## src/inc/rx_port_status_monitor_consts.svh

```systemverilog
// Purpose: offsets, field positions, reset values and timing counts
// Assumes: 8-bit register space, 40 MHz core clock
// Notes: definitions only
`ifndef RX_PORT_STATUS_MONITOR_CONSTS_SVH
`define RX_PORT_STATUS_MONITOR_CONSTS_SVH

`define OFS_GENERAL_CONFIG 8'h02
`define OFS_PORT_CAP 8'h4a
`define OFS_STATUS_ONE 8'h4d
`define OFS_STATUS_TWO 8'h4e
`define OFS_FREQ_HIGH 8'h4f
`define OFS_FREQ_LOW 8'h50
`define OFS_SENSOR_0 8'h51
`define OFS_SENSOR_1 8'h52
`define OFS_SENSOR_2 8'h53
`define OFS_SENSOR_3 8'h54
`define OFS_PAR_HIGH 8'h55
`define OFS_PAR_LOW 8'h56
`define OFS_DATAPATH_0 8'h59
`define OFS_DATAPATH_1 8'h5a
`define OFS_SER_ID 8'h5b
`define OFS_FREQUENCY_DETECT_CONTROL 8'h77
`define OFS_ENC_CRC_CTL 8'hba

`define GC_PAR_KEEP 0
`define GC_PAR_CHECK_EN 1
`define CAP_CRC_CAPABLE 4
`define ENC_CRC_DISABLE 7
`define S1_LOCK 0
`define S1_PARITY 1
`define S1_CRC 2
`define S1_ORDER 3
`define S1_LOCK_CHG 4
`define S2_NO_CLK 1
`define S2_STEADY 2
`define S2_FREQ_CHG 3
`define S2_ENC_ERR 5

`define GENERAL_CONFIG_RST 8'h02
`define PORT_CAP_RST 8'h00
`define FREQUENCY_DETECT_CONTROL_RST 8'h21
`define ENC_CRC_CTL_RST 8'h80

`define INFO_SEL_DP0 3'h4
`define INFO_SEL_DP1 3'h5
`define INFO_SEL_SER_ID 3'h6

`define CLK_MHZ 40
`define FREQ_WINDOW_US 256
`define FREQ_WINDOW_CYC (`FREQ_WINDOW_US * `CLK_MHZ)
`define FREQ_CLK_DIV 4'h8

`endif

```

## src/inc/rx_port_status_pkg.sv

```systemverilog
// Purpose: shared types of the port status monitor
// Assumes: nothing
// Notes: constants live in the consts header
package rx_port_status_pkg;
  typedef logic [7:0] reg_byte_t;
  typedef logic [15:0] count16_t;
  typedef enum logic [0:0] {
    FRAME_IDLE = 1'b0,
    FRAME_OPEN = 1'b1
  } frame_state_t;
endpackage

```

## src/rtl/rx_port_status_monitor.sv

```systemverilog
// Purpose: receive port status, error counting and frame diagnostics
// Assumes: link-side inputs are on clock_i; rx_clk_div_i is a raw pin
// Notes: register port is the back end of the serial control target
`timescale 1ns/1ps
`include "rx_port_status_monitor_consts.svh"

module rx_port_status_monitor import rx_port_status_pkg::*; #(
  parameter int unsigned FREQ_WINDOW_CYC = `FREQ_WINDOW_CYC,
  parameter logic [3:0] FREQ_CLK_DIV = `FREQ_CLK_DIV
) (
  input wire logic clock_i,
  input wire logic rst_b_i,
  input wire logic [7:0] reg_addr_i,
  input wire logic reg_wr_i,
  input wire logic reg_rd_i,
  input wire logic [7:0] reg_wdata_i,
  output reg_byte_t reg_rdata_o,
  input wire logic lock_i,
  input wire logic ctrl_crc_err_i,
  input wire logic ctrl_order_err_i,
  input wire logic parity_err_i,
  input wire logic enc_err_i,
  input wire logic [15:0] par_err_thresh_i,
  input wire logic rx_clk_div_i,
  input wire logic info_valid_i,
  input wire logic info_crc_ok_i,
  input wire logic [2:0] info_sel_i,
  input wire logic [7:0] info_data_i,
  input wire logic pkt_mode_i,
  input wire logic frame_start_i,
  input wire logic frame_end_i,
  input wire logic long_pkt_i,
  input wire logic [15:0] pkt_len_i,
  input wire logic line_valid_strobe_i,
  input wire logic byte_valid_i,
  input wire logic line_irq_en_i,
  input wire logic line_count_rd_i,
  input wire logic line_byte_length_rd_i,
  input wire logic sensor_rise_rd_i,
  input wire logic sensor_fall_rd_i,
  output count16_t line_count_o,
  output count16_t line_byte_length_o,
  output logic line_count_irq_o,
  output logic line_byte_length_irq_o,
  output reg_byte_t sensor_rise_irq_status_o,
  output reg_byte_t sensor_fall_irq_status_o,
  output logic sensor_irq_o,
  output logic parity_irq_o,
  output logic enc_err_irq_o,
  output logic freq_change_irq_o
);
  function automatic logic at_ofs(input logic [7:0] a, input logic [7:0] o);
    return a == o;
  endfunction

  logic rst_s1_ff, rst_s2_ff, rst_n;
  reg_byte_t general_config_ff, port_cap_ff, freq_det_ff, enc_crc_ff;
  logic lock_d_ff, lock_chg_ff, crc_flag_ff, order_flag_ff, enc_flag_ff;
  count16_t par_cnt_ff, nxt_par_cnt;
  logic par_flag_ff, nxt_par_flag;
  reg_byte_t par_low_hold_ff;
  count16_t freq_meas_ff, meas;
  logic meas_done, steady_ff, no_clk_ff, freq_chg_ff;
  reg_byte_t prev_mhz_ff, mhz, mhz_diff;
  reg_byte_t dp0_ff, dp1_ff, ser_id_ff;
  logic [31:0] sensor_flat;
  reg_byte_t rise_ff, fall_ff;
  frame_state_t frame_ff;
  count16_t frame_lines_ff, byte_cnt_ff, last_len_ff;
  count16_t nxt_lines, nxt_len;
  logic lv_d_ff, count_frozen_ff, len_frozen_ff;
  logic rd_s1, rd_s2, par_rd, wr_hit, lock_lost, par_clr, par_evt;
  logic info_upd, line_evt, raw_end, frame_close;
  reg_byte_t rd_mux, status_one, status_two;

  always_ff @(posedge clock_i or negedge rst_b_i) begin
    if (!rst_b_i) begin
      rst_s1_ff <= 1'b0;
      rst_s2_ff <= 1'b0;
    end else begin
      rst_s1_ff <= 1'b1;
      rst_s2_ff <= rst_s1_ff;
    end
  end
  assign rst_n = rst_s2_ff;

  assign rd_s1 = reg_rd_i & at_ofs(reg_addr_i, `OFS_STATUS_ONE);
  assign rd_s2 = reg_rd_i & at_ofs(reg_addr_i, `OFS_STATUS_TWO);
  assign par_rd = reg_rd_i & at_ofs(reg_addr_i, `OFS_PAR_HIGH);
  assign wr_hit = reg_wr_i;

  // writable configuration
  always_ff @(posedge clock_i or negedge rst_n) begin
    if (!rst_n) begin
      general_config_ff <= `GENERAL_CONFIG_RST;
      port_cap_ff <= `PORT_CAP_RST;
      freq_det_ff <= `FREQUENCY_DETECT_CONTROL_RST;
      enc_crc_ff <= `ENC_CRC_CTL_RST;
    end else if (wr_hit) begin
      if (at_ofs(reg_addr_i, `OFS_GENERAL_CONFIG)) begin
        general_config_ff <= reg_wdata_i;
      end
      if (at_ofs(reg_addr_i, `OFS_PORT_CAP)) begin
        port_cap_ff <= reg_wdata_i;
      end
      if (at_ofs(reg_addr_i, `OFS_FREQUENCY_DETECT_CONTROL)) begin
        freq_det_ff <= reg_wdata_i;
      end
      if (at_ofs(reg_addr_i, `OFS_ENC_CRC_CTL)) begin
        enc_crc_ff <= reg_wdata_i;
      end
    end
  end

  // sticky event flags; a new event beats the read that clears it
  always_ff @(posedge clock_i or negedge rst_n) begin
    if (!rst_n) begin
      lock_d_ff <= 1'b0;
      lock_chg_ff <= 1'b0;
      crc_flag_ff <= 1'b0;
      order_flag_ff <= 1'b0;
      enc_flag_ff <= 1'b0;
    end else begin
      lock_d_ff <= lock_i;
      lock_chg_ff <= (lock_i != lock_d_ff) | (lock_chg_ff & ~rd_s1);
      crc_flag_ff <= ctrl_crc_err_i | (crc_flag_ff & ~rd_s1);
      order_flag_ff <= ctrl_order_err_i | (order_flag_ff & ~rd_s1);
      enc_flag_ff <= enc_err_i | (enc_flag_ff & ~rd_s2);
    end
  end
  assign enc_err_irq_o = enc_flag_ff;

  // parity counting; counting stops while checking is disabled
  assign par_evt = parity_err_i & general_config_ff[`GC_PAR_CHECK_EN];
  assign lock_lost = lock_d_ff & ~lock_i;
  assign par_clr = par_rd | (lock_lost & ~general_config_ff[`GC_PAR_KEEP]);

  always_comb begin
    nxt_par_cnt = par_cnt_ff;
    nxt_par_flag = par_flag_ff;
    if (par_clr) begin
      nxt_par_cnt = 16'h0000;
      nxt_par_flag = 1'b0;
    end
    if (par_evt && nxt_par_cnt != 16'hffff) begin
      nxt_par_cnt = nxt_par_cnt + 16'h0001;
    end
    if (par_evt && par_err_thresh_i != 16'h0000 &&
        nxt_par_cnt >= par_err_thresh_i) begin
      nxt_par_flag = 1'b1;
    end
  end

  always_ff @(posedge clock_i or negedge rst_n) begin
    if (!rst_n) begin
      par_cnt_ff <= 16'h0000;
      par_flag_ff <= 1'b0;
      par_low_hold_ff <= 8'h00;
    end else begin
      par_cnt_ff <= nxt_par_cnt;
      par_flag_ff <= nxt_par_flag;
      // high byte read snaps the low byte so the pair stays coherent
      if (par_rd) begin
        par_low_hold_ff <= par_cnt_ff[7:0];
      end
    end
  end
  assign parity_irq_o = par_flag_ff;

  // input frequency measurement
  rx_freq_meter #(
    .WINDOW_CYC(FREQ_WINDOW_CYC),
    .CLK_DIV(FREQ_CLK_DIV)
  ) u_freq_meter (
    .clock_i(clock_i),
    .rst_b_i(rst_n),
    .rx_clk_div_i(rx_clk_div_i),
    .meas_o(meas),
    .meas_done_o(meas_done)
  );

  assign mhz = meas[15:8];
  assign mhz_diff = (mhz > prev_mhz_ff) ? (mhz - prev_mhz_ff)
                                         : (prev_mhz_ff - mhz);

  always_ff @(posedge clock_i or negedge rst_n) begin
    if (!rst_n) begin
      freq_meas_ff <= 16'h0000;
      prev_mhz_ff <= 8'h00;
      steady_ff <= 1'b0;
      no_clk_ff <= 1'b1;
    end else if (meas_done) begin
      freq_meas_ff <= meas;
      prev_mhz_ff <= mhz;
      steady_ff <= (mhz_diff <= {4'h0, freq_det_ff[7:4]});
      no_clk_ff <= (mhz < {4'h0, freq_det_ff[3:0]});
    end
  end

  always_ff @(posedge clock_i or negedge rst_n) begin
    if (!rst_n) begin
      freq_chg_ff <= 1'b0;
    end else begin
      freq_chg_ff <= (meas_done && mhz_diff > {4'h0, freq_det_ff[7:4]}) |
                     (freq_chg_ff & ~rd_s2);
    end
  end
  assign freq_change_irq_o = freq_chg_ff;

  // link information; a failed CRC only blocks when checking is enabled
  assign info_upd = info_valid_i &
                    (info_crc_ok_i | enc_crc_ff[`ENC_CRC_DISABLE]);

  always_ff @(posedge clock_i or negedge rst_n) begin
    if (!rst_n) begin
      dp0_ff <= 8'h00;
      dp1_ff <= 8'h00;
      ser_id_ff <= 8'h00;
    end else if (info_upd) begin
      if (info_sel_i == `INFO_SEL_DP0) begin
        dp0_ff <= info_data_i;
      end
      if (info_sel_i == `INFO_SEL_DP1) begin
        dp1_ff <= info_data_i;
      end
      if (info_sel_i == `INFO_SEL_SER_ID) begin
        ser_id_ff <= info_data_i;
      end
    end
  end

  for (genvar g = 0; g < 4; g++) begin : g_sensor
    reg_byte_t val_ff;
    always_ff @(posedge clock_i or negedge rst_n) begin
      if (!rst_n) begin
        val_ff <= 8'h00;
      end else if (info_upd && info_sel_i == 3'(g)) begin
        val_ff <= info_data_i;
      end
    end
    assign sensor_flat[8*g +: 8] = val_ff;
  end

  // edge status tracks sensor byte zero only
  always_ff @(posedge clock_i or negedge rst_n) begin
    if (!rst_n) begin
      rise_ff <= 8'h00;
      fall_ff <= 8'h00;
    end else begin
      if (info_upd && info_sel_i == 3'h0) begin
        rise_ff <= (info_data_i & ~sensor_flat[7:0]) |
                   (rise_ff & ~{8{sensor_rise_rd_i}});
        fall_ff <= (~info_data_i & sensor_flat[7:0]) |
                   (fall_ff & ~{8{sensor_fall_rd_i}});
      end else begin
        rise_ff <= rise_ff & ~{8{sensor_rise_rd_i}};
        fall_ff <= fall_ff & ~{8{sensor_fall_rd_i}};
      end
    end
  end
  assign sensor_rise_irq_status_o = rise_ff;
  assign sensor_fall_irq_status_o = fall_ff;
  assign sensor_irq_o = (|rise_ff) | (|fall_ff);

  // line and frame tracking
  assign raw_end = ~pkt_mode_i & lv_d_ff & ~line_valid_strobe_i;
  assign line_evt = (pkt_mode_i & long_pkt_i) |
                    (~pkt_mode_i & ~lv_d_ff & line_valid_strobe_i);
  assign frame_close = (frame_ff == FRAME_OPEN) & frame_end_i;
  assign nxt_lines = (frame_ff == FRAME_OPEN && line_evt)
                     ? frame_lines_ff + 16'h0001 : frame_lines_ff;
  assign nxt_len = (pkt_mode_i && long_pkt_i) ? pkt_len_i
                   : (raw_end ? byte_cnt_ff : last_len_ff);

  always_ff @(posedge clock_i or negedge rst_n) begin
    if (!rst_n) begin
      frame_ff <= FRAME_IDLE;
    end else begin
      case (frame_ff)
        FRAME_IDLE: begin
          if (frame_start_i) begin
            frame_ff <= FRAME_OPEN;
          end
        end
        FRAME_OPEN: begin
          if (frame_end_i) begin
            frame_ff <= FRAME_IDLE;
          end
        end
        default: begin
          frame_ff <= FRAME_IDLE;
        end
      endcase
    end
  end

  always_ff @(posedge clock_i or negedge rst_n) begin
    if (!rst_n) begin
      lv_d_ff <= 1'b0;
      frame_lines_ff <= 16'h0000;
      byte_cnt_ff <= 16'h0000;
      last_len_ff <= 16'h0000;
    end else begin
      lv_d_ff <= line_valid_strobe_i;
      frame_lines_ff <= frame_start_i ? 16'h0000 : nxt_lines;
      if (~pkt_mode_i & ~lv_d_ff & line_valid_strobe_i) begin
        byte_cnt_ff <= {15'h0000, byte_valid_i};
      end else if (line_valid_strobe_i && byte_valid_i) begin
        byte_cnt_ff <= byte_cnt_ff + 16'h0001;
      end
      last_len_ff <= nxt_len;
    end
  end

  // published values hold while their change interrupt waits for a read
  always_ff @(posedge clock_i or negedge rst_n) begin
    if (!rst_n) begin
      line_count_o <= 16'h0000;
      count_frozen_ff <= 1'b0;
    end else begin
      if (frame_close && !(line_irq_en_i && count_frozen_ff)) begin
        line_count_o <= nxt_lines;
      end
      if (frame_close && line_irq_en_i && !count_frozen_ff &&
          nxt_lines != line_count_o) begin
        count_frozen_ff <= 1'b1;
      end else if (line_count_rd_i || !line_irq_en_i) begin
        count_frozen_ff <= 1'b0;
      end
    end
  end

  always_ff @(posedge clock_i or negedge rst_n) begin
    if (!rst_n) begin
      line_byte_length_o <= 16'h0000;
      len_frozen_ff <= 1'b0;
    end else begin
      if (frame_close && !(line_irq_en_i && len_frozen_ff)) begin
        line_byte_length_o <= nxt_len;
      end
      if (frame_close && line_irq_en_i && !len_frozen_ff &&
          nxt_len != line_byte_length_o) begin
        len_frozen_ff <= 1'b1;
      end else if (line_byte_length_rd_i || !line_irq_en_i) begin
        len_frozen_ff <= 1'b0;
      end
    end
  end
  assign line_count_irq_o = count_frozen_ff;
  assign line_byte_length_irq_o = len_frozen_ff;

  // register read path
  always_comb begin
    status_one = 8'h00;
    status_one[`S1_LOCK] = lock_i;
    status_one[`S1_PARITY] = par_flag_ff;
    status_one[`S1_CRC] = crc_flag_ff;
    status_one[`S1_ORDER] = order_flag_ff;
    status_one[`S1_LOCK_CHG] = lock_chg_ff;
    status_two = 8'h00;
    status_two[`S2_NO_CLK] = no_clk_ff;
    status_two[`S2_STEADY] = steady_ff;
    status_two[`S2_FREQ_CHG] = freq_chg_ff;
    status_two[`S2_ENC_ERR] = enc_flag_ff;
  end

  always_comb begin
    case (reg_addr_i)
      `OFS_GENERAL_CONFIG: rd_mux = general_config_ff;
      `OFS_PORT_CAP: rd_mux = port_cap_ff;
      `OFS_STATUS_ONE: rd_mux = status_one;
      `OFS_STATUS_TWO: rd_mux = status_two;
      `OFS_FREQ_HIGH: rd_mux = freq_meas_ff[15:8];
      `OFS_FREQ_LOW: rd_mux = freq_meas_ff[7:0];
      `OFS_SENSOR_0: rd_mux = sensor_flat[7:0];
      `OFS_SENSOR_1: rd_mux = sensor_flat[15:8];
      `OFS_SENSOR_2: rd_mux = sensor_flat[23:16];
      `OFS_SENSOR_3: rd_mux = sensor_flat[31:24];
      `OFS_PAR_HIGH: rd_mux = par_cnt_ff[15:8];
      `OFS_PAR_LOW: rd_mux = par_low_hold_ff;
      `OFS_DATAPATH_0: rd_mux = dp0_ff;
      `OFS_DATAPATH_1: rd_mux = dp1_ff;
      `OFS_SER_ID: rd_mux = ser_id_ff;
      `OFS_FREQUENCY_DETECT_CONTROL: rd_mux = freq_det_ff;
      `OFS_ENC_CRC_CTL: rd_mux = enc_crc_ff;
      default: rd_mux = 8'h00;
    endcase
  end

  always_ff @(posedge clock_i or negedge rst_n) begin
    if (!rst_n) begin
      reg_rdata_o <= 8'h00;
    end else if (reg_rd_i) begin
      reg_rdata_o <= rd_mux;
    end
  end
endmodule // rx_port_status_monitor

```

## src/rtl/rx_freq_meter.sv

```systemverilog
// Purpose: measure a divided link input clock in 1/256 MHz units
// Assumes: divided clock well below half the core clock rate
// Notes: pin passes two flip-flops before the edge detector
`timescale 1ns/1ps
`include "rx_port_status_monitor_consts.svh"

module rx_freq_meter import rx_port_status_pkg::*; #(
  parameter int unsigned WINDOW_CYC = `FREQ_WINDOW_CYC,
  parameter logic [3:0] CLK_DIV = `FREQ_CLK_DIV
) (
  input wire logic clock_i,
  input wire logic rst_b_i,
  input wire logic rx_clk_div_i,
  output count16_t meas_o,
  output logic meas_done_o
);
  logic sync1_ff, sync2_ff, sync3_ff;
  count16_t win_ff, edges_ff;
  logic win_end, rise;

  assign win_end = (win_ff == 16'(WINDOW_CYC - 1));
  // third stage only feeds the edge detector, the first is never looked at
  assign rise = sync2_ff & ~sync3_ff;

  always_ff @(posedge clock_i or negedge rst_b_i) begin
    if (!rst_b_i) begin
      sync1_ff <= 1'b0;
      sync2_ff <= 1'b0;
      sync3_ff <= 1'b0;
    end else begin
      sync1_ff <= rx_clk_div_i;
      sync2_ff <= sync1_ff;
      sync3_ff <= sync2_ff;
    end
  end

  always_ff @(posedge clock_i or negedge rst_b_i) begin
    if (!rst_b_i) begin
      win_ff <= 16'h0000;
      edges_ff <= 16'h0000;
      meas_o <= 16'h0000;
      meas_done_o <= 1'b0;
    end else begin
      meas_done_o <= win_end;
      if (win_end) begin
        win_ff <= 16'h0000;
        edges_ff <= {15'h0000, rise};
        meas_o <= 16'(edges_ff * CLK_DIV);
      end else begin
        win_ff <= win_ff + 16'h0001;
        if (rise && edges_ff != 16'hffff) begin
          edges_ff <= edges_ff + 16'h0001;
        end
      end
    end
  end
endmodule // rx_freq_meter

```

## config.mk

```make
export PLATFORM = sky130hd
export DESIGN_NAME = rx_port_status_monitor
export DESIGN_NICKNAME = d
export VERILOG_FILES = /design/src/inc/rx_port_status_pkg.sv /design/src/rtl/rx_port_status_monitor.sv /design/src/rtl/rx_freq_meter.sv
export VERILOG_INCLUDE_DIRS = /design/src /design/src/inc
export SDC_FILE = /design/constraint.sdc
export NUM_CORES = 1
export LEC_CHECK = 0
export CORE_AREA = 3 3 174 176
export DETAILED_ROUTE_END_ITERATION = 16
export DIE_AREA = 0 0 177 179
export DONT_BUFFER_PORTS = 1
export PLACE_DENSITY = 0.66
export REMOVE_ABC_BUFFERS = 1
export SYNTH_ARGS = -nofsm -noshare
export SYNTH_HDL_FRONTEND = slang
export SYNTH_SLANG_ARGS = --single-unit
```

## constraint.sdc

```tcl
create_clock -name clock_i -period 11.7 [get_ports clock_i]
set_input_delay 2.34 -clock clock_i [delete_from_list [all_inputs] [get_ports clock_i]]
set_output_delay 2.34 -clock clock_i [all_outputs]
set_load 0.05 [all_outputs]
```

==> run metrics <==
largest net degree at the start of global routing 167; top cells by count, synth dfrtp_1, nand2_1, mux2_2; register area share after synthesis 49.8%; Initial Utilization 51.2%; status finished, final reports clean; drt first pass iters 6; Max Fclk 162 MHz; row count 62; nets@finish 1,512; fin crit share 52.7%; RSZ-0062 raised after global routing false; synth top area cells dfrtp_1, mux2_2, ha_1; Initial DRC Count 850; Layout area overhead 10.6%; die area 31,700 um^2; Post-DP HPWL 25.5 mm; Avg Inst Size Synth 10.6 um^2; synthesized area 14,700 um^2; # diodes 0; peak supply drop 146 uV; CTS clk-pin slew, worst paths 60 ps; CTS Root Cell clkbuf_16; Clk pwr share 43.1%; GP Congestion 0.919; Leak 0.00732 uW; top cell type's share of synthesized area 48.9%; core area 28,800 um^2; CTS Buf Count 34; Post-synth ARST share 100%; cell with the most instances after synthesis dfrtp_1; hold buffers post-CTS 0; Synth cell types 84; CP arrival 6560 ps; Worst Hold Path Cells 0; Max Cap Viol 0; Sequential Power Share 48.6%; wire length per cell 19.9 um; CTS resizes 0; critical path launch point type input port; hold crit path type flip-flop to flip-flop; Via Count 10,500; WS Path Type input port to flip-flop; Final Total Pwr 2590 uW; slew margin rel. 28.1%; first-pass GRT wire length 56.4 mm; H-Tree Depth 2; setup tns final 0 ps; Final Hold Violating Endpoints 0; cells after synthesis 1,387; Chip Height 179 um; Crit Reg-Reg Startpoint lock_d_ff; Sw Ratio 26.1%; Slew @ Worst Pin 1080 ps; final WL 35.7 mm; worst skew pair latency 520 ps; yosys warns 0; layout cell share with drive strength beyond 1 13.8%; vias per cell 5.85; # fillers 2,488; CTS tree done; DRT antenna net count 0; GRT Overall Usage 22.5%; fin. max-slew vios 0; final setup fails 0; P per Cell Area 159 nW/um^2; P_int 1910 uW; Setup Buffers After CTS 0; vias in the first global route 10,400; grt ovf 0; CP endpoint kind flip-flop; combinational share of power 8.3%; Worst Path Required 12,090 ps; initial antenna violation count 0; Tmin final 6160 ps; Die W 177 um; Post-synth EDFFs 0; Worst Hold Launch u_freq_meter.sync1_ff; pre-CTS setup slack 5040 ps; sw power 678 uW; IO Pins 144; Sink Count 293; Final Util 56.6%; Worst Setup SP reg_addr_i[7]; post-synth top area cell dfrtp_1; Register-to-Register Path Depth 17; Max Root-Sink Buffers 3; most used flip-flop cell after synthesis dfrtp_1; DRC viols 0; post-route worst setup slack 5540 ps; synthesized flop and latch total 293; number of port buffers 0; Clock Skews 20.4 ps; crit-path max FO 10
==> per-stage QoR <==
| stage | instances | hold WS, ps | cell area (um^2) |
|---|---|---|---|
| 4_1_cts | 1794 | 351 | 16300 |
| 3_3_place_gp | 1732 | 335 | 15100 |
| 6_report | 1794 | 348 | 16300 |
| 5_1_grt | 1794 | 353 | 16300 |
| 3_5_place_dp | 1732 | 337 | 15100 |
| 2_1_floorplan | 1338 | 331 | 14500 |
==> final timing paths <==
path | to | slack, ps
setup reg to reg | parity_irq_o | 7670
setup / recovery | parity_irq_o | 5540
hold / removal | u_freq_meter.sync2_ff | 350
hold reg to reg | u_freq_meter.sync2_ff | 350
min in group asynchronous | line_byte_length_o[12] | 370
max in group asynchronous | port_cap_ff[0] | 9890
==> area by class of cell <==
type	instances	area, um^2	share of cell area (%)
clock buffer	51	1040	6.38
clock inverter	11	155	0.952
inverter	94	353	2.17
multi-input combinational	951	6830	41.9
sequential	293	7340	45.1
tap	384	480	2.95
timing repair buffer	10	87.6	0.538
==> critical path: stages <==
cell and delay, ps:
nor4bb_1 250, buf_4 200, and4_1 500, a21oi_4 120
and2_1 210, ha_1 230, nand4_1 100, inv_1 50
and4_4 180, nor2_2 170, mux2_1 370, ha_1 280
a21o_1 160, a21o_1 170, a21o_1 170, a21o_1 190
a2111oi_0 490, o221ai_1 160, a22o_1 210
==> placed cells by master, fill, tap and decap left out, types with 6 or more instances in the layout <==
cell       count
dfrtp_1      287
nand2_1      128
mux2_2       107
inv_1         94
nor2_1        92
o21ai_0       79
xnor2_1       57
ha_1          44
xor2_1        41
clkbuf_16     37
nand3_1       33
mux2i_1       31
a21oi_1       30
nand4_1       28
nor4_1        21
and3_1        20
a22oi_1       19
a21o_1        17
o32ai_1       17
o22ai_1       16
nor3_1        15
nor2b_1       11
or3_1         11
and4_1         9
nand2b_1       9
buf_4          9
a221oi_1       8
clkbuf_1       8
a222oi_1       7
clkinv_2       7
nand3b_1       6
and2_1         6
o21ai_1        6
o211ai_1       6
clkbuf_8       6
==> sequential cells by signal (all words and copies together), names as in the netlist, 5 cells and up <==
register,flops
line_count_o,16
reg_rdata_o,8
last_len_ff,16
sensor_fall_irq_status_o,8
ser_id_ff,8
u_freq_meter.win_ff,16
enc_crc_ff,8
freq_meas_ff,5
dp1_ff,8
freq_det_ff,8
general_config_ff,8
line_byte_length_o,16
g_sensor.val_ff,32
port_cap_ff,8
par_cnt_ff,16
prev_mhz_ff,8
frame_lines_ff,16
dp0_ff,8
u_freq_meter.edges_ff,16
byte_cnt_ff,16
u_freq_meter.meas_o,13
par_low_hold_ff,8
sensor_rise_irq_status_o,8
==> routing by layer <==
metal	global-route usage, %	vias up	share of wire [%]
li1	-	4937	-
met1	30.1	5167	43
met2	36.5	324	47
met3	5.17	58	6.8
met4	6.97	0	2.4
met5	0	-	0
==> logic make-up after synthesis <==
| family | share of synthesized area, % |
|---|---|
| AOI/OAI and AO/OA | 11.8 |
| xor gates and xnor gates | 5.83 |
| adders and majority gates | 4.01 |
| buffers and inverters | 3.84 |
| DFF | 49.8 |
| muxes | 10.7 |
| other | 0.0255 |
| and+or+nand+nor | 14.0 |
==> power groups by stage <==
stage / combinational (uW) / sequential, uW / clock [uW]
floorplan: 165 / 1260 / 0
CTS: 218 / 1260 / 1140
global placement: 210 / 1280 / 0
detailed placement: 217 / 1280 / 0
global route: 242 / 1270 / 1180
finish: 215 / 1260 / 1120
Note: power is estimated with default switching activity, not from simulation.
